`config.mk`:
```
export PLATFORM = sky130hd
export DESIGN_NAME = hub_host_channels
export DESIGN_NICKNAME = d
export VERILOG_FILES = /design/src/rtl/hub_pkg.sv /design/src/rtl/hub_host_channels.sv /design/src/rtl/hub_fifo.sv /design/src/rtl/hub_out_channel.sv
export SDC_FILE = /design/constraint.sdc
export NUM_CORES = 1
export LEC_CHECK = 0
export BUFFER_PORTS_ARGS = -buffer_cell sky130_fd_sc_hd__buf_2
export CORE_MARGIN = 2
export CORE_UTILIZATION = 47
export DETAILED_ROUTE_END_ITERATION = 16
export GPL_TIMING_DRIVEN = 0
export MAX_ROUTING_LAYER = met4
export PLACE_DENSITY = 0.68
export SLEW_MARGIN = 20
export SYNTH_ARGS = -nofsm -noshare
export SYNTH_HDL_FRONTEND = slang
export SYNTH_SLANG_ARGS = --single-unit
```
`constraint.sdc`:
```
create_clock -name clk_i -period 13.07 [get_ports clk_i]
set_input_delay 1.9605 -clock clk_i [delete_from_list [all_inputs] [get_ports clk_i]]
set_output_delay 1.9605 -clock clk_i [all_outputs]
set_load 0.02 [all_outputs]
```
`src/rtl/hub_pkg.sv`:
```
// constants and types shared by the sensor hub host channel block
package hub_pkg;

    // ************************************************************
    // register offsets on the host port
    // ************************************************************
    localparam logic [6:0] command_input_port       = 7'h00;
    localparam logic [6:0] wake_fifo_output_port    = 7'h01;
    localparam logic [6:0] nonwake_fifo_output_port = 7'h02;
    localparam logic [6:0] status_debug_output_port = 7'h03;
    localparam logic [6:0] unused_slot              = 7'h04;
    localparam logic [6:0] chip_behaviour_control   = 7'h05;
    localparam logic [6:0] host_link_control        = 7'h06;

    // ************************************************************
    // field positions, masks and reset values
    // ************************************************************
    localparam int         CHIP_SPEED_LIMIT_BIT = 0;     // boot speed limit
    localparam int         CHIP_FAULT_CLEAR_BIT = 1;     // action bit, reads zero
    localparam logic [7:0] CHIP_CTRL_MASK       = 8'h01; // stored bits only
    localparam logic [7:0] CHIP_CTRL_RESET      = 8'h00;
    localparam int         LINK_ABORT_LSB       = 0;     // abort bits 0..3
    localparam int         LINK_ASLEEP_BIT      = 4;     // app_processor_asleep
    localparam int         LINK_TS_SEL_BIT      = 6;     // timestamp source select
    localparam int         LINK_ASYNC_BIT       = 7;     // status channel async mode
    localparam logic [7:0] LINK_CTRL_MASK       = 8'hdf; // bit 5 reserved
    localparam logic [7:0] LINK_CTRL_RESET      = 8'h00;

    // ************************************************************
    // packet framing and buffering
    // ************************************************************
    localparam int         CMD_HDR_BYTES   = 4;          // code (2) + length (2)
    localparam int         CMD_FIFO_DEPTH  = 8;          // words in the command fifo
    localparam int         CMD_FIFO_WIDTH  = 9;          // {first flag, byte}

    // output channel session states
    typedef enum logic [1:0] {
        CH_IDLE,
        CH_HDR_LO,
        CH_HDR_HI,
        CH_BODY
    } chan_state_t;

endpackage : hub_pkg

```
`src/rtl/hub_host_channels.sv`:
```
// host channel register bank of the sensor hub
`timescale 1ns/100ps
module hub_host_channels (
    // clock and reset
    input  wire logic             clk_i,
    input  wire logic             sys_rst_i,
    // host register port, byte wide
    input  wire logic [6:0]       reg_addr_i,
    input  wire logic             reg_wr_i,
    input  wire logic [7:0]       reg_wdata_i,
    input  wire logic             reg_rd_i,
    output logic [7:0]            reg_rdata_o,
    output logic                  reg_rvalid_o,
    output logic                  cmd_space_o,
    // command stream to firmware
    output logic [7:0]            cmd_byte_o,
    output logic                  cmd_first_o,
    output logic                  cmd_valid_o,
    input  wire logic             cmd_ready_i,
    // output channels from firmware, index 0 wake, 1 non-wake, 2 status
    input  wire logic [2:0]       out_load_i,
    input  wire logic [2:0][15:0] out_len_i,
    input  wire logic [2:0][7:0]  out_data_i,
    input  wire logic [2:0]       out_valid_i,
    output logic [2:0]            out_take_o,
    output logic [3:0]            out_abort_o,
    // chip level controls and status
    output logic                  boot_speed_limit_o,
    output logic                  fault_clear_o,
    output logic                  ts_select_o,
    output logic                  async_status_o,
    output logic                  app_processor_asleep_o,
    output logic [3:0]            chan_pending_o,
    output logic                  host_irq_o
);
    import hub_pkg::*;

    // ************************************************************
    // state
    // ************************************************************

    // whole block state in one packed struct
    typedef struct packed {
        logic [7:0]  chip_ctrl;   // chip behaviour control, stored bits
        logic [7:0]  link_ctrl;   // host link control, stored bits
        logic [7:0]  rdata;       // read data to host
        logic        rvalid;      // read answer strobe
        logic        fault_clr;   // fault log clear pulse
        logic [3:0]  abort_rise;  // abort edge pulses to firmware
        logic        hdr;         // parser inside packet header
        logic [1:0]  hidx;        // header byte index
        logic [7:0]  len_lo;      // low byte of packet length
        logic [15:0] remain;      // parameter bytes still to come
        logic [7:0]  cmd_byte;    // command output stage
        logic        cmd_first;   // byte opens a packet
        logic        cmd_valid;   // output stage holds a byte
        logic [3:0]  pending;     // per channel transfer pending
        logic        irq;         // host interrupt
        logic        space;       // command fifo has room
    } bank_t;

    bank_t st, next_st;

    // fifo and channel wiring
    logic                      fifo_in_ready;  // command fifo can take a byte
    logic                      fifo_out_valid; // command fifo holds a byte
    logic                      fifo_pop;       // move a byte to the output stage
    logic [CMD_FIFO_WIDTH-1:0] fifo_out;       // {first, byte}
    logic                      cmd_wr;         // accepted command byte
    logic                      cmd_first_now;  // accepted byte opens a packet
    logic                      abort0;         // command channel abort level
    logic [2:0]                ch_rd;          // host read strobe per output channel
    logic [2:0][7:0]           ch_byte;        // byte offered per output channel
    logic [2:0]                ch_pend;        // session open per output channel

    // ************************************************************
    // command input channel
    // ************************************************************

    // host writes to the command port only; full fifo drops the byte
    assign cmd_wr = reg_wr_i && reg_addr_i == command_input_port && fifo_in_ready
                    && !abort0;
    assign abort0 = st.link_ctrl[LINK_ABORT_LSB];
    assign cmd_first_now = st.hdr && st.hidx == 2'd0;
    // output stage refills whenever empty or being drained
    assign fifo_pop = fifo_out_valid && (!st.cmd_valid || cmd_ready_i) && !abort0;

    // command fifo; the firmware drain can stall so it really fills
    hub_fifo #(
        .WIDTH (CMD_FIFO_WIDTH),
        .DEPTH (CMD_FIFO_DEPTH)
    ) u_cmd_fifo (
        .clk_i       (clk_i),
        .sys_rst_i   (sys_rst_i),
        .flush_i     (abort0),
        .in_valid_i  (cmd_wr),
        .in_ready_o  (fifo_in_ready),
        .in_data_i   ({cmd_first_now, reg_wdata_i}),
        .out_valid_o (fifo_out_valid),
        .out_ready_i (fifo_pop),
        .out_data_o  (fifo_out)
    );

    // ************************************************************
    // output channels
    // ************************************************************

    // host read strobes, one per readable channel port
    assign ch_rd[0] = reg_rd_i && reg_addr_i == wake_fifo_output_port;
    assign ch_rd[1] = reg_rd_i && reg_addr_i == nonwake_fifo_output_port;
    assign ch_rd[2] = reg_rd_i && reg_addr_i == status_debug_output_port;

    // one streamer per channel, aborted by its link control bit
    for (genvar g = 0; g < 3; g++) begin : g_chan
        hub_out_channel u_chan (
            .clk_i        (clk_i),
            .sys_rst_i    (sys_rst_i),
            .load_i       (out_load_i[g]),
            .len_i        (out_len_i[g]),
            .data_i       (out_data_i[g]),
            .data_valid_i (out_valid_i[g]),
            .take_o       (out_take_o[g]),
            .abort_i      (st.link_ctrl[LINK_ABORT_LSB + g + 1]),
            .rd_i         (ch_rd[g]),
            .byte_o       (ch_byte[g]),
            .pending_o    (ch_pend[g])
        );
    end

    // ************************************************************
    // next state
    // ************************************************************

    // register writes, read answers, parser, output stage, interrupt
    always_comb begin
        next_st            = st;
        next_st.rvalid     = 1'b0;
        next_st.fault_clr  = 1'b0;
        next_st.abort_rise = 4'h0;

        // register writes; reserved bits are masked off
        if (reg_wr_i) begin
            unique case (reg_addr_i)
                chip_behaviour_control: begin
                    next_st.chip_ctrl = reg_wdata_i & CHIP_CTRL_MASK;
                    next_st.fault_clr = reg_wdata_i[CHIP_FAULT_CLEAR_BIT];
                end
                host_link_control: begin
                    // abort bits are levels; the host clears them itself
                    next_st.link_ctrl  = reg_wdata_i & LINK_CTRL_MASK;
                    next_st.abort_rise = reg_wdata_i[3:0]
                                         & ~st.link_ctrl[3:0];
                end
                default: ;  // channel ports and unmapped offsets store nothing
            endcase
        end

        // read answers, one cycle after the strobe
        if (reg_rd_i) begin
            next_st.rvalid = 1'b1;
            unique case (reg_addr_i)
                wake_fifo_output_port:    next_st.rdata = ch_byte[0];
                nonwake_fifo_output_port: next_st.rdata = ch_byte[1];
                status_debug_output_port: next_st.rdata = ch_byte[2];
                chip_behaviour_control:   next_st.rdata = st.chip_ctrl;
                host_link_control:        next_st.rdata = st.link_ctrl;
                // write-only command port, reserved slot and the rest read zero
                default:                  next_st.rdata = 8'h00;
            endcase
        end

        // packet framing: two code bytes, two length bytes, then parameters
        if (cmd_wr) begin
            if (st.hdr) begin
                next_st.hidx = st.hidx + 2'd1;
                if (st.hidx == 2'd2) begin
                    next_st.len_lo = reg_wdata_i;
                end
                if (st.hidx == 2'(CMD_HDR_BYTES - 1)) begin
                    // length zero means a bare header; next byte opens a packet
                    next_st.remain = {reg_wdata_i, st.len_lo};
                    next_st.hdr    = ({reg_wdata_i, st.len_lo} == 16'h0000);
                end
            end else begin
                next_st.remain = st.remain - 16'h0001;
                if (st.remain == 16'h0001) begin
                    next_st.hdr  = 1'b1;
                    next_st.hidx = 2'd0;
                end
            end
        end

        // command output stage towards firmware
        if (fifo_pop) begin
            next_st.cmd_valid = 1'b1;
            next_st.cmd_byte  = fifo_out[7:0];
            next_st.cmd_first = fifo_out[8];
        end else if (cmd_ready_i) begin
            next_st.cmd_valid = 1'b0;
        end

        // command abort drops the partial packet and restarts framing
        if (abort0) begin
            next_st.hdr       = 1'b1;
            next_st.hidx      = 2'd0;
            next_st.remain    = 16'h0000;
            next_st.cmd_valid = 1'b0;
        end

        next_st.space = fifo_in_ready && !abort0;

        // pending flags follow the live session of each channel
        next_st.pending = {ch_pend, st.cmd_valid | fifo_out_valid};

        // interrupt holds while any enabled output channel still has a transfer
        next_st.irq = ch_pend[0]
                      | (ch_pend[1] & ~st.link_ctrl[LINK_ASLEEP_BIT])
                      // sync mode announces status packets, async leaves polling
                      | (ch_pend[2] & ~st.link_ctrl[LINK_ASYNC_BIT]);
    end

    // ************************************************************
    // state register
    // ************************************************************

    // single register for all block state
    always_ff @(posedge clk_i or posedge sys_rst_i) begin
        if (sys_rst_i) begin
            st           <= '0;
            st.chip_ctrl <= CHIP_CTRL_RESET;
            st.link_ctrl <= LINK_CTRL_RESET;
            st.hdr       <= 1'b1;
            st.space     <= 1'b1;
        end else begin
            st <= next_st;
        end
    end

    // ************************************************************
    // outputs, all from flip-flops
    // ************************************************************
    assign reg_rdata_o            = st.rdata;
    assign reg_rvalid_o           = st.rvalid;
    assign cmd_space_o            = st.space;
    assign cmd_byte_o             = st.cmd_byte;
    assign cmd_first_o            = st.cmd_first;
    assign cmd_valid_o            = st.cmd_valid;
    assign out_abort_o            = st.abort_rise;
    assign boot_speed_limit_o     = st.chip_ctrl[CHIP_SPEED_LIMIT_BIT];
    assign fault_clear_o          = st.fault_clr;
    assign ts_select_o            = st.link_ctrl[LINK_TS_SEL_BIT];
    assign async_status_o         = st.link_ctrl[LINK_ASYNC_BIT];
    assign app_processor_asleep_o = st.link_ctrl[LINK_ASLEEP_BIT];
    assign chan_pending_o         = st.pending;
    assign host_irq_o             = st.irq;

endmodule : hub_host_channels

```
`src/rtl/hub_fifo.sv`:
```
// flip-flop fifo with valid/ready on both sides and a flush input
`timescale 1ns/100ps
module hub_fifo #(
    parameter int WIDTH = 9,
    parameter int DEPTH = 8
) (
    // clock and reset
    input  wire logic             clk_i,
    input  wire logic             sys_rst_i,
    input  wire logic             flush_i,
    // filling side
    input  wire logic             in_valid_i,
    output logic                  in_ready_o,
    input  wire logic [WIDTH-1:0] in_data_i,
    // draining side
    output logic                  out_valid_o,
    input  wire logic             out_ready_i,
    output logic [WIDTH-1:0]      out_data_o
);
    localparam int AW = $clog2(DEPTH);

    // whole fifo state in one packed struct
    typedef struct packed {
        logic [DEPTH-1:0][WIDTH-1:0] mem;   // storage words
        logic [AW-1:0]               wr;    // write index
        logic [AW-1:0]               rd;    // read index
        logic [AW:0]                 cnt;   // words held
    } fifo_t;

    fifo_t st, next_st;
    logic  push, pop;

    assign in_ready_o  = (st.cnt != (AW+1)'(DEPTH));
    assign out_valid_o = (st.cnt != '0);
    assign out_data_o  = st.mem[st.rd];
    assign push        = in_valid_i && in_ready_o;
    assign pop         = out_valid_o && out_ready_i;

    // pointer and count update; flush wins over both sides
    always_comb begin
        next_st = st;
        if (push) begin
            next_st.mem[st.wr] = in_data_i;
            next_st.wr         = (st.wr == AW'(DEPTH - 1)) ? '0 : st.wr + AW'(1);
        end
        if (pop) begin
            next_st.rd = (st.rd == AW'(DEPTH - 1)) ? '0 : st.rd + AW'(1);
        end
        next_st.cnt = st.cnt + (AW+1)'(push) - (AW+1)'(pop);
        if (flush_i) begin
            next_st.wr  = '0;
            next_st.rd  = '0;
            next_st.cnt = '0;
        end
    end

    // state register
    always_ff @(posedge clk_i or posedge sys_rst_i) begin
        if (sys_rst_i) begin
            st <= '0;
        end else begin
            st <= next_st;
        end
    end

endmodule : hub_fifo

```
`src/rtl/hub_out_channel.sv`:
```
// one output channel: two-byte length header, then payload bytes
`timescale 1ns/100ps
module hub_out_channel (
    // clock and reset
    input  wire logic        clk_i,
    input  wire logic        sys_rst_i,
    // firmware side
    input  wire logic        load_i,
    input  wire logic [15:0] len_i,
    input  wire logic [7:0]  data_i,
    input  wire logic        data_valid_i,
    output logic             take_o,
    // host side
    input  wire logic        abort_i,
    input  wire logic        rd_i,
    output logic [7:0]       byte_o,
    output logic             pending_o
);
    import hub_pkg::*;

    // channel state in one packed struct
    typedef struct packed {
        chan_state_t ph;      // session phase
        logic [15:0] len;     // payload length of this session
        logic [15:0] remain;  // payload bytes still to go
        logic        take;    // byte consumed, one-cycle pulse
    } chan_t;

    chan_t st, next_st;

    // byte presented to the host; idle reads zero
    always_comb begin
        unique case (st.ph)
            CH_IDLE:   byte_o = 8'h00;
            CH_HDR_LO: byte_o = st.len[7:0];
            CH_HDR_HI: byte_o = st.len[15:8];
            CH_BODY:   byte_o = data_valid_i ? data_i : 8'h00; // underrun reads zero
        endcase
    end

    assign take_o    = st.take;
    assign pending_o = (st.ph != CH_IDLE);

    // session sequencing
    always_comb begin
        next_st      = st;
        next_st.take = 1'b0;
        if (abort_i) begin
            // ends the session only; firmware keeps its data and reloads later
            next_st.ph     = CH_IDLE;
            next_st.remain = '0;
        end else begin
            unique case (st.ph)
                CH_IDLE: begin
                    if (load_i && len_i != 16'h0000) begin
                        next_st.ph     = CH_HDR_LO;
                        next_st.len    = len_i;
                        next_st.remain = len_i;
                    end
                end
                CH_HDR_LO: if (rd_i) next_st.ph = CH_HDR_HI;
                CH_HDR_HI: if (rd_i) next_st.ph = CH_BODY;
                CH_BODY: begin
                    if (rd_i) begin
                        next_st.take   = data_valid_i;
                        next_st.remain = st.remain - 16'h0001;
                        if (st.remain == 16'h0001) next_st.ph = CH_IDLE;
                    end
                end
            endcase
        end
    end

    // state register
    always_ff @(posedge clk_i or posedge sys_rst_i) begin
        if (sys_rst_i) begin
            st <= '{ph: CH_IDLE, len: 16'h0000, remain: 16'h0000, take: 1'b0};
        end else begin
            st <= next_st;
        end
    end

endmodule : hub_out_channel

```
==> impl.org, run 1 <==
** Status
- Status :: finished clean

** Floorplan
- Number of top-level pins :: 135
- The die is 174 um tall.
- In this run the core area contains between 60 and 70 standard-cell rows.
- Core footprint :: around 29000 sq um
- The floorplan step defined a die boundary enclosing 30300 sq um.
- Die width :: 174 um
- Effective utilization at floorplan :: 0.475

** STA
- Fin Setup TNS :: 0 ns
- Across all setup checks in the final design, the least slack found is 8.90 ns.
- At the pin with the least slew margin, the transition time is 1.12 ns.
- Based on the critical path, the design can be clocked at up to 0.240 GHz.
- The count of pins over their slew limit was 0.
- Worst-case hold slack :: 0.480 ns
- Of the available clock period, the critical path in the final layout requires 0.319.
- The total count of hold-check failures in the final report came to 0.
- The worst path in the final design needs a cycle of 4.17 ns, including I/O delays and setup.
- Setup violations remaining at the end of the flow were counted as 0.
- Setup repair after global routing missed its margin :: no
- Clock skew on the completed layout was measured at about 0.018 ns.
- Worst slew margin :: 0.246

** Yosys
- A synthesized cell averages around 11 sq um.
- The synthesized design contains 0 enable-type register cells.
- Of the post-synthesis cell area, the part taken by muxes is 0.146.
- The synthesized design contains 252 register bits.
- Synthesis produced 1276 cells.
- Post-synthesis xor/xnor area fraction :: 0.00644
- Main combinational cell family by area after synthesis :: compound AO/OA/AOI/OAI gates
- After synthesis the cells add up to 13600 sq um.
- Most used flip-flop cell after synthesis :: sky130_fd_sc_hd__dfrtp_1
- Post-synthesis compound-gate area fraction :: 0.161
- Yosys warning total :: 0
- Distinct cell type count of the synthesized netlist :: between 70 and 80
- For this run, the register share of the synthesized area comes to 0.464.
- Of the total synthesized cell area, the portion taken by AND, OR, NAND and NOR gates is 0.137.
- Counting flops with an async set or reset pin after synthesis yields a share of 1.00.
- Syn_nets :: 1408
- Post-Synth Adder-Cell Area :: 0.0318

** Final layout
- # nets final :: 1573
- Measured on the finished design, the core utilization comes to 0.550.
- Final Non-Filler Cells :: 1844
- Area of all placed cells without fillers :: around 16000 sq um
- Fraction of final layout cells sized beyond drive strength 1 :: 0.258
- Compared with the post-synthesis result, the final layout area differs by 15.8%.

** Global route
- Met2 Track Usage GR :: 0.396
- The first global-routing pass estimated 61300 um of wire.
- Overall track demand over capacity in global routing :: 0.259
- The layer flagged by global routing as most heavily used is met2.
- Global routing finished with a remaining overflow of 0.
- The number of antenna violations at the first check in global routing was 2.
- Met1 capacity usage during global routing :: 0.358
- Met3 track utilization from global routing :: 0.0392
- The number of global-route vias before repair is 11100.
- Entering global routing, the biggest net connects roughly 100 pins.

** Routing
- Remaining DRCs :: 0
- Per-cell routed wire length :: ~21 um
- Summing over every cut layer, the via total after detailed routing is 11200.
- The detailed router finished its first iteration with 1042 violations.
- Overall routed net length :: 38000 um
- Using the TritonRoute via totals, the vias-per-cell ratio works out to 6.10.
- Before antenna repair, the detailed router went through 7 iterations.
- The count of nets left with antenna violations once routing finished came out at 0.

** Critical path
- R2R Path End :: u_cmd_fifo.st[3]$_DFF_PP0_
- CP Data Arrival Time :: roughly 4.7 ns
- Capturing element type of the critical path :: register
- FF-to-FF Start :: abort0$_DFFE_PP0P_
- The setup check on the worst reg-to-reg path leaves a slack of 9.80 ns.
- In this run the worst setup path begins at reg_addr_i[3].
- Of all nets on the critical path, the largest fanout is 10.
- STA classifies the critical path startpoint as a primary input.
- For the worst setup path, the data required time is 13.54 ns.
- The setup path with the least slack is of type primary input to register.
- The number of cells on the worst reg-to-reg path is 10.

** Clock network
- Clock tree root buffer cell :: sky130_fd_sc_hd__clkbuf_16
- Clock-pin slew was measured on the worst setup and hold paths at 0.06 ns.
- Skew-Pair Late Insertion Delay :: 0.55 ns
- Counting along the longest clock path gives a buffer depth of 3.
- In this run, post-CTS repair resized a total of 0 instances.
- TritonCTS sink count :: about 250
- CTS Buf Count :: 28
- TritonCTS clock tree :: built
- For this design, the CTS-stage hold fixing added 0 buffers.
- In this run the number of H-tree levels came out at 1.
- Total setup buffers inserted after CTS :: 0

** Power and ir drop
- The worst-case IR drop observed on VDD is 0.000126 V.
- In this run the power density over the cells is 175 nW/um^2.
- The analysis attributes to cell leakage a power of 7.06 nW.
- After layout, the design draws a total of 2.76 mW.

** Min path
- Number of cells on the worst hold path :: 1
- The startpoint identified for the worst hold timing path is cmd_valid_o$_DFFE_PP0P_.
- For hold timing, the worst endpoint is chan_pending_o[0]$_DFF_PP0_.
- The tightest min-delay check is of the register to register type.

** Placed design
- Post-place setup slack :: 8.13 ns
- Buffers placed on the I/O ports in this run total around 130.
- Gpl congestion :: between 0.9 and 1
- Post-placement cell count :: 1795
- In this run the cell area measured after placement is 14800 sq um.
- The HPWL after detailed placement is 27300 um.

** Flow run
- Max-cap viol count :: 0
power breakdown:
part	total [mW]	internal, mW	leakage [nW]	switching [mW]
Sequential	1.05	0.928	3.31	0.118
Combinational	0.924	0.389	3.29	0.535
Clock	0.793	0.472	0.459	0.321
Total	2.76	1.79	7.06	0.974
layer usage:
| layer | up-vias | share of wire |
|---|---|---|
| met2 | 496 | 0.46 |
| met5 | - | 0 |
| li1 | 5119 | - |
| met3 | 74 | 0.074 |
| met4 | 0 | 0.032 |
| met1 | 5555 | 0.43 |
cells in the mapped netlist, types with 4 or more instances:
library cell                instances  share of area
sky130_fd_sc_hd__o31ai_1            7         0.0039
sky130_fd_sc_hd__a222oi_1          25          0.018
sky130_fd_sc_hd__a22oi_1           17         0.0094
sky130_fd_sc_hd__or3_1             11         0.0051
sky130_fd_sc_hd__a21oi_1           74          0.027
sky130_fd_sc_hd__o41ai_1            5         0.0032
sky130_fd_sc_hd__buf_2              9         0.0033
sky130_fd_sc_hd__and3_1             8         0.0037
sky130_fd_sc_hd__buf_4             27          0.015
sky130_fd_sc_hd__o21ai_0           54          0.020
sky130_fd_sc_hd__a31oi_1            5         0.0023
sky130_fd_sc_hd__nand4b_1           4         0.0026
sky130_fd_sc_hd__clkbuf_1          68          0.019
sky130_fd_sc_hd__a32oi_1            4         0.0026
sky130_fd_sc_hd__a211oi_1          12         0.0066
sky130_fd_sc_hd__nor4_1            27          0.012
sky130_fd_sc_hd__nand2_1           63          0.017
sky130_fd_sc_hd__inv_1             47          0.013
sky130_fd_sc_hd__mux2i_1           16          0.012
sky130_fd_sc_hd__nor3_1            34          0.013
sky130_fd_sc_hd__mux4_2            18          0.030
sky130_fd_sc_hd__nor3b_1           10         0.0055
sky130_fd_sc_hd__and2_1            10         0.0046
sky130_fd_sc_hd__mux2_2           126           0.10
sky130_fd_sc_hd__nand3_1           21         0.0077
sky130_fd_sc_hd__a21o_1             4         0.0022
sky130_fd_sc_hd__dfrtp_1          250           0.46
sky130_fd_sc_hd__nor2_1            82          0.023
sky130_fd_sc_hd__nand4_1            8         0.0037
sky130_fd_sc_hd__a2111oi_0          4         0.0026
sky130_fd_sc_hd__nor2b_1           11         0.0051
sky130_fd_sc_hd__a22o_1             5         0.0032
sky130_fd_sc_hd__nand2b_1          13         0.0060
sky130_fd_sc_hd__o2bb2ai_1         29          0.019
sky130_fd_sc_hd__a221oi_1           4         0.0026
sky130_fd_sc_hd__o22ai_1           31          0.014
sky130_fd_sc_hd__or4_1             26          0.014
sky130_fd_sc_hd__buf_1             10         0.0028
sky130_fd_sc_hd__xnor2_1            7         0.0045
sky130_fd_sc_hd__ha_1              33          0.030
placed cells by master (no fill, tap or decap), types with 11 or more instances in the layout:
cell type	netlist	layout
sky130_fd_sc_hd__nor3_1	34	34
sky130_fd_sc_hd__mux2_2	126	126
sky130_fd_sc_hd__o21ai_0	54	54
sky130_fd_sc_hd__mux2i_1	16	16
sky130_fd_sc_hd__inv_1	47	46
sky130_fd_sc_hd__nand3_1	21	21
sky130_fd_sc_hd__ha_1	33	33
sky130_fd_sc_hd__clkbuf_16	0	29
sky130_fd_sc_hd__a21oi_1	74	74
sky130_fd_sc_hd__o22ai_1	31	31
sky130_fd_sc_hd__nand2_1	63	63
sky130_fd_sc_hd__nand2b_1	13	13
sky130_fd_sc_hd__nor2_1	82	82
sky130_fd_sc_hd__o2bb2ai_1	29	29
sky130_fd_sc_hd__a222oi_1	25	25
sky130_fd_sc_hd__or4_1	26	26
sky130_fd_sc_hd__a22oi_1	17	17
sky130_fd_sc_hd__or3_1	11	11
sky130_fd_sc_hd__nor4_1	27	26
sky130_fd_sc_hd__mux4_2	18	18
sky130_fd_sc_hd__a211oi_1	12	12
sky130_fd_sc_hd__buf_2	9	142
sky130_fd_sc_hd__clkbuf_1	68	70
sky130_fd_sc_hd__nor2b_1	11	11
sky130_fd_sc_hd__buf_4	27	27
sky130_fd_sc_hd__dfrtp_1	250	250
area by class of cell:
class / count / area, sq um
sequential: 252 / 6310
fill: 2479 / 12900
clock inverter: 10 / 103
tap: 384 / 480
inverter: 47 / 184
clock buffer: 37 / 816
antenna: 2 / 5.00
multi-input combinational: 862 / 6570
buffer: 115 / 552
timing repair buffer: 135 / 721
worst max-delay path: stages:
cell	delay [ns]
sky130_fd_sc_hd__buf_2	0.14
sky130_fd_sc_hd__or4_1	0.57
sky130_fd_sc_hd__clkbuf_1	0.24
sky130_fd_sc_hd__nor4_1	0.88
sky130_fd_sc_hd__clkbuf_1	0.45
sky130_fd_sc_hd__o21ai_0	0.16
sky130_fd_sc_hd__o21ai_0	0.11
sky130_fd_sc_hd__o2bb2ai_1	0.14
registers in the layout (all words and copies together) (netlist names), 3 cells and up:
register              flops
g_chan.u_chan.take_o      3
st                       30
u_cmd_fifo.st            82
out_abort_o               4
cmd_byte_o                8
reg_rdata_o               8
g_chan.u_chan.st        102
chan_pending_o            4
worst max-delay path by stage:
| stage | slack (ns) | cells past startpoint | end |
|---|---|---|---|
| 6_report | 8.90 | 8 | g_chan[0].u_chan.st[14]$_DFFE_PP0P_ |
| 5_1_grt | 8.68 | 8 | g_chan[0].u_chan.st[8]$_DFFE_PP0P_ |
| 2_1_floorplan | 4.18 | 1 | abort0$_DFFE_PP0P_ |
| 3_5_place_dp | 8.13 | 7 | g_chan[2].u_chan.st[14]$_DFFE_PP0P_ |
| 4_1_cts | 8.72 | 7 | g_chan[2].u_chan.st[14]$_DFFE_PP0P_ |
| 3_3_place_gp | 1.14 | 2 | g_chan[0].u_chan.st[3]$_DFFE_PP0P_ |
logic make-up after synthesis:
kind of cell	after synthesis
flip-flops	252
XOR/XNOR	10
AO/OA/AOI/OAI	312
AND/OR/NAND/NOR	346
buffers and inverters	162
multiplexers	160
adder cells (fa/ha/maj)	34
No activity file was read; power rests on OpenSTA's default activity.
==> run 2: changes to the inputs <==
--- a/config.mk
+++ b/config.mk
@@ -11,7 +11,7 @@
 export DETAILED_ROUTE_END_ITERATION = 16
 export GPL_TIMING_DRIVEN = 0
 export MAX_ROUTING_LAYER = met4
-export PLACE_DENSITY = 0.68
+export PLACE_DENSITY = 0.7
 export SLEW_MARGIN = 20
 export SYNTH_ARGS = -nofsm -noshare
 export SYNTH_HDL_FRONTEND = slang
==> constraint.sdc (replaced) <==
create_clock -name clk_i -period 3.5 [get_ports clk_i]
set_input_delay 0.525 -clock clk_i [delete_from_list [all_inputs] [get_ports clk_i]]
set_output_delay 0.525 -clock clk_i [all_outputs]
set_load 0.02 [all_outputs]
==> run 2 against run 1 <==
  * Clock skew down 0.0070 ns
  * Sequential share of layout area shrank 0.40 points
  * Register-to-register slack got worse by 9.5 ns
  * Flip-flop and latch count is the same
  * Sequential power grew to 3.7 times the previous value
  * Largest power group unchanged
  * Highest routed layer unchanged
==> impl.org, run 2 (synthesis gave the netlist of run 1 again) <==
** Clock network
- Count of H-tree levels built during CTS :: 1 (unchanged)
- Largest buffer count on any clock path :: 3 (unchanged)
- The clock buffer count from CTS was 28 (unchanged).
- The quantity of hold-fixing buffers added after cts is 0 (unchanged).
- The clock insertion delay at the later pin of the skew report was 0.55 ns (about the same).
- TritonCTS built the clock tree.
- The number of setup buffers added after CTS is 0 (unchanged).
- The register clock-pin slew on the reported worst setup and hold paths came to 0.06 ns (about the same).
- Clock tree root buffer cell :: sky130_fd_sc_hd__clkbuf_16
- Count of cells resized by post-cts repair :: 0 (unchanged)
- TritonCTS sink count :: 252 (unchanged)

** Flow run
- Max-cap viol count :: 0 (unchanged)

** STA
- The total count of hold-check failures in the final report came to 0 (unchanged).
- Final setup skew :: 0.0110 ns (-0.00697 ns)
- The post-layout worst setup margin came to 0.276 ns (-8.62 ns).
- Total count of max-transition violations in the final report :: 0 (unchanged)
- The total negative setup slack came to 0 ns (unchanged).
- Final worst path period need :: 3.22 ns
- Static timing analysis puts the maximum clock frequency at 0.310 GHz.
- Measured slew at the worst slew-check pin :: 1.05 ns (-0.0671 ns)
- Setup repair after global routing missed its margin :: no
- The worst-case headroom to the max-slew limit came to 0.293 (+0.0462).
- Fin crit share :: 0.921
- Setup-violating endpoint count in the final report :: 0 (unchanged)

** Critical path
- The peak fanout along the critical path was 10 (unchanged).
- Critical path start-end classification :: register to register
- R2R Path End :: u_cmd_fifo.st[3]$_DFF_PP0_
- Capturing element type of the critical path :: register
- FF-to-FF Start :: abort0$_DFFE_PP0P_
- Worst reg-to-reg setup slack :: 0.28 ns (-9.52 ns)
- Crit path launch :: abort0$_DFFE_PP0P_
- Worst setup path end :: u_cmd_fifo.st[3]$_DFF_PP0_
- The critical path data arrival time is 3.62 ns (-1.03 ns).
- The length in cells of the worst reg-to-reg path came to 10 (unchanged).
- The required arrival time at the worst endpoint is 3.90 ns (-9.64 ns).
- Startpoint type of the worst setup path :: register

** Routing
- First drt pass iteration count :: 9 (+2)
- The number of violations reported at the end of detailed-routing iteration 0 is 1100 (+5.6%).
- The final wirelength is 38500 um (+1.3%).
- Vias per inst :: 6.13 (+0.49%)
- The post-route antenna net violation count is 0 (unchanged).
- The average wire length per cell after detail routing is 20.8 um (+0.85%).
- DR vias :: 11300 (+0.92%)
- Remaining DRCs :: 0 (unchanged)

** Final layout
- Compared with the post-synthesis result, the final layout area differs by 17.0%.
- More flip-flops sit in one register than any other, and that register is g_chan.u_chan.st.
- Final standard cell utilization of the core :: 0.556 (+0.00560)
- Most common cell after layout, fill and taps aside :: sky130_fd_sc_hd__dfrtp_1
- Max reg flops :: 102 (unchanged)
- The share of final-layout standard cells stronger than drive strength 1 is 0.260 (+0.00251).
- The count of non-filler cells in the finished layout was 1852 (+0.43%).
- Area of all placed cells without fillers :: 15900 sq um (+1.0%)
- Commonest cells after routing, fill and taps aside :: sky130_fd_sc_hd__dfrtp_1 (250), sky130_fd_sc_hd__buf_2 (142), sky130_fd_sc_hd__mux2_2 (126), sky130_fd_sc_hd__nor2_1 (82), sky130_fd_sc_hd__a21oi_1 (74)
- The number of nets in the layout was 1580 (+0.45%).
- In the final layout, the registers with the most flip-flops are g_chan.u_chan.st x102, u_cmd_fifo.st x82, st x30.

** Floorplan
- Total Die Area :: 30300 sq um (unchanged)
- Number of rows in the core area :: 62 (unchanged)
- The effective utilization at floorplan came to 0.475 (unchanged).
- The core outline area was 28600 sq um (unchanged).
- Number of top-level pins :: 135 (unchanged)
- The x dimension of the die was 174 um (unchanged).
- The floorplan die height was 174 um (unchanged).

** Global route
- The global-route total usage across every layer was 0.261 (+0.00155).
- The overall overflow remaining after global route was 0 (unchanged).
- Number of global-route vias before repair :: 11100 (-0.072%)
- The number of antenna violations at the first check in global routing is 0 (-2).
- The wire length of the first global-routing pass is 61500 um (+0.32%).
- The largest net degree at the start of global routing is 34 (-67%).

** Power and ir drop
- Total power divided by cell area :: 654 nW/um^2 (+270%)
- Leakage power :: 7.13 nW (+1.0%)
- IR drop worst, VDD :: 0.000392 V (+210%)

** Placed design
- The area of placed instances was 14900 sq um (+0.97%).
- The instance count after placement with tap cells included was 1802 (+0.39%).
- The total half-perimeter wirelength after legalization and detailed placement came to 27800 um (+1.9%).
- The global placement routability congestion is 0.928 (-1.2%).
- Count of input and output buffers :: 133 (unchanged)
- The setup slack after placement came to -0.0341 ns (-8.17 ns).

** Min path
- Path category of the worst min-delay check :: primary input to asynchronous set/reset pin

** Status
- Status :: finished clean
## run 2: critical path: stages (launching register included)
cell and delay, ns:
sky130_fd_sc_hd__dfrtp_1 0.40, sky130_fd_sc_hd__clkbuf_1 0.35, sky130_fd_sc_hd__nor3b_1 0.68, sky130_fd_sc_hd__clkbuf_1 0.51
sky130_fd_sc_hd__ha_1 0.26, sky130_fd_sc_hd__inv_1 0.07, sky130_fd_sc_hd__ha_1 0.27, sky130_fd_sc_hd__a21o_1 0.16
sky130_fd_sc_hd__a21oi_1 0.20, sky130_fd_sc_hd__xnor2_1 0.14, sky130_fd_sc_hd__nor2_1 0.05
## run 2: how the worst min path moves through the flow
stage                                              startpoint  slack, ns                             endpoint  depth (start not counted)
after floorplan                 u_cmd_fifo.st[65]$_DFFE_PP0P_       0.44        u_cmd_fifo.st[65]$_DFFE_PP0P_                          2
after global placement          u_cmd_fifo.st[56]$_DFFE_PP0P_       0.46        u_cmd_fifo.st[56]$_DFFE_PP0P_                          2
after detailed placement  g_chan[2].u_chan.st[12]$_DFFE_PP0P_       0.47  g_chan[2].u_chan.st[12]$_DFFE_PP0P_                          1
after CTS                                           sys_rst_i       0.04   g_chan[2].u_chan.st[4]$_DFFE_PP0P_                          2
after global routing                                sys_rst_i       0.05   g_chan[2].u_chan.st[4]$_DFFE_PP0P_                          2
final                                               sys_rst_i       0.02   g_chan[2].u_chan.st[4]$_DFFE_PP0P_                          2
## run 2: cell type report
type / instances / area (sq um)
Inverter: 47 / 180
Tap cell: 384 / 480
Buffer: 115 / 552
Fill cell: 2447 / 12700
Antenna cell: 1 / 2.50
Sequential cell: 252 / 6310
Timing Repair Buffer: 142 / 868
Clock inverter: 8 / 92.6
Multi-Input combinational cell: 862 / 6570
Clock buffer: 41 / 851
## run 2: where the power goes
part	switching [mW]	total [mW]	internal, mW
Sequential	0.441	3.90	3.46
Combinational	2.03	3.50	1.47
Clock	1.19	3.00	1.81
Total	3.66	10.4	6.75
## run 2: stage by stage
stage	total power [mW]	hold slack [ns]
after detailed placement	7.37	0.473
after global placement	7.27	0.459
after floorplan	6.39	0.445
after CTS	10.4	0.0371
after global routing	11.0	0.0514
final	10.4	0.0214
## run 2: layer usage
metal,routed length (um),part of all wire,GRT usage
met2,18000,0.47,0.407
met3,2660,0.069,0.0437
met4,1240,0.032,0.0798
met5,0,0,-
met1,16600,0.43,0.350
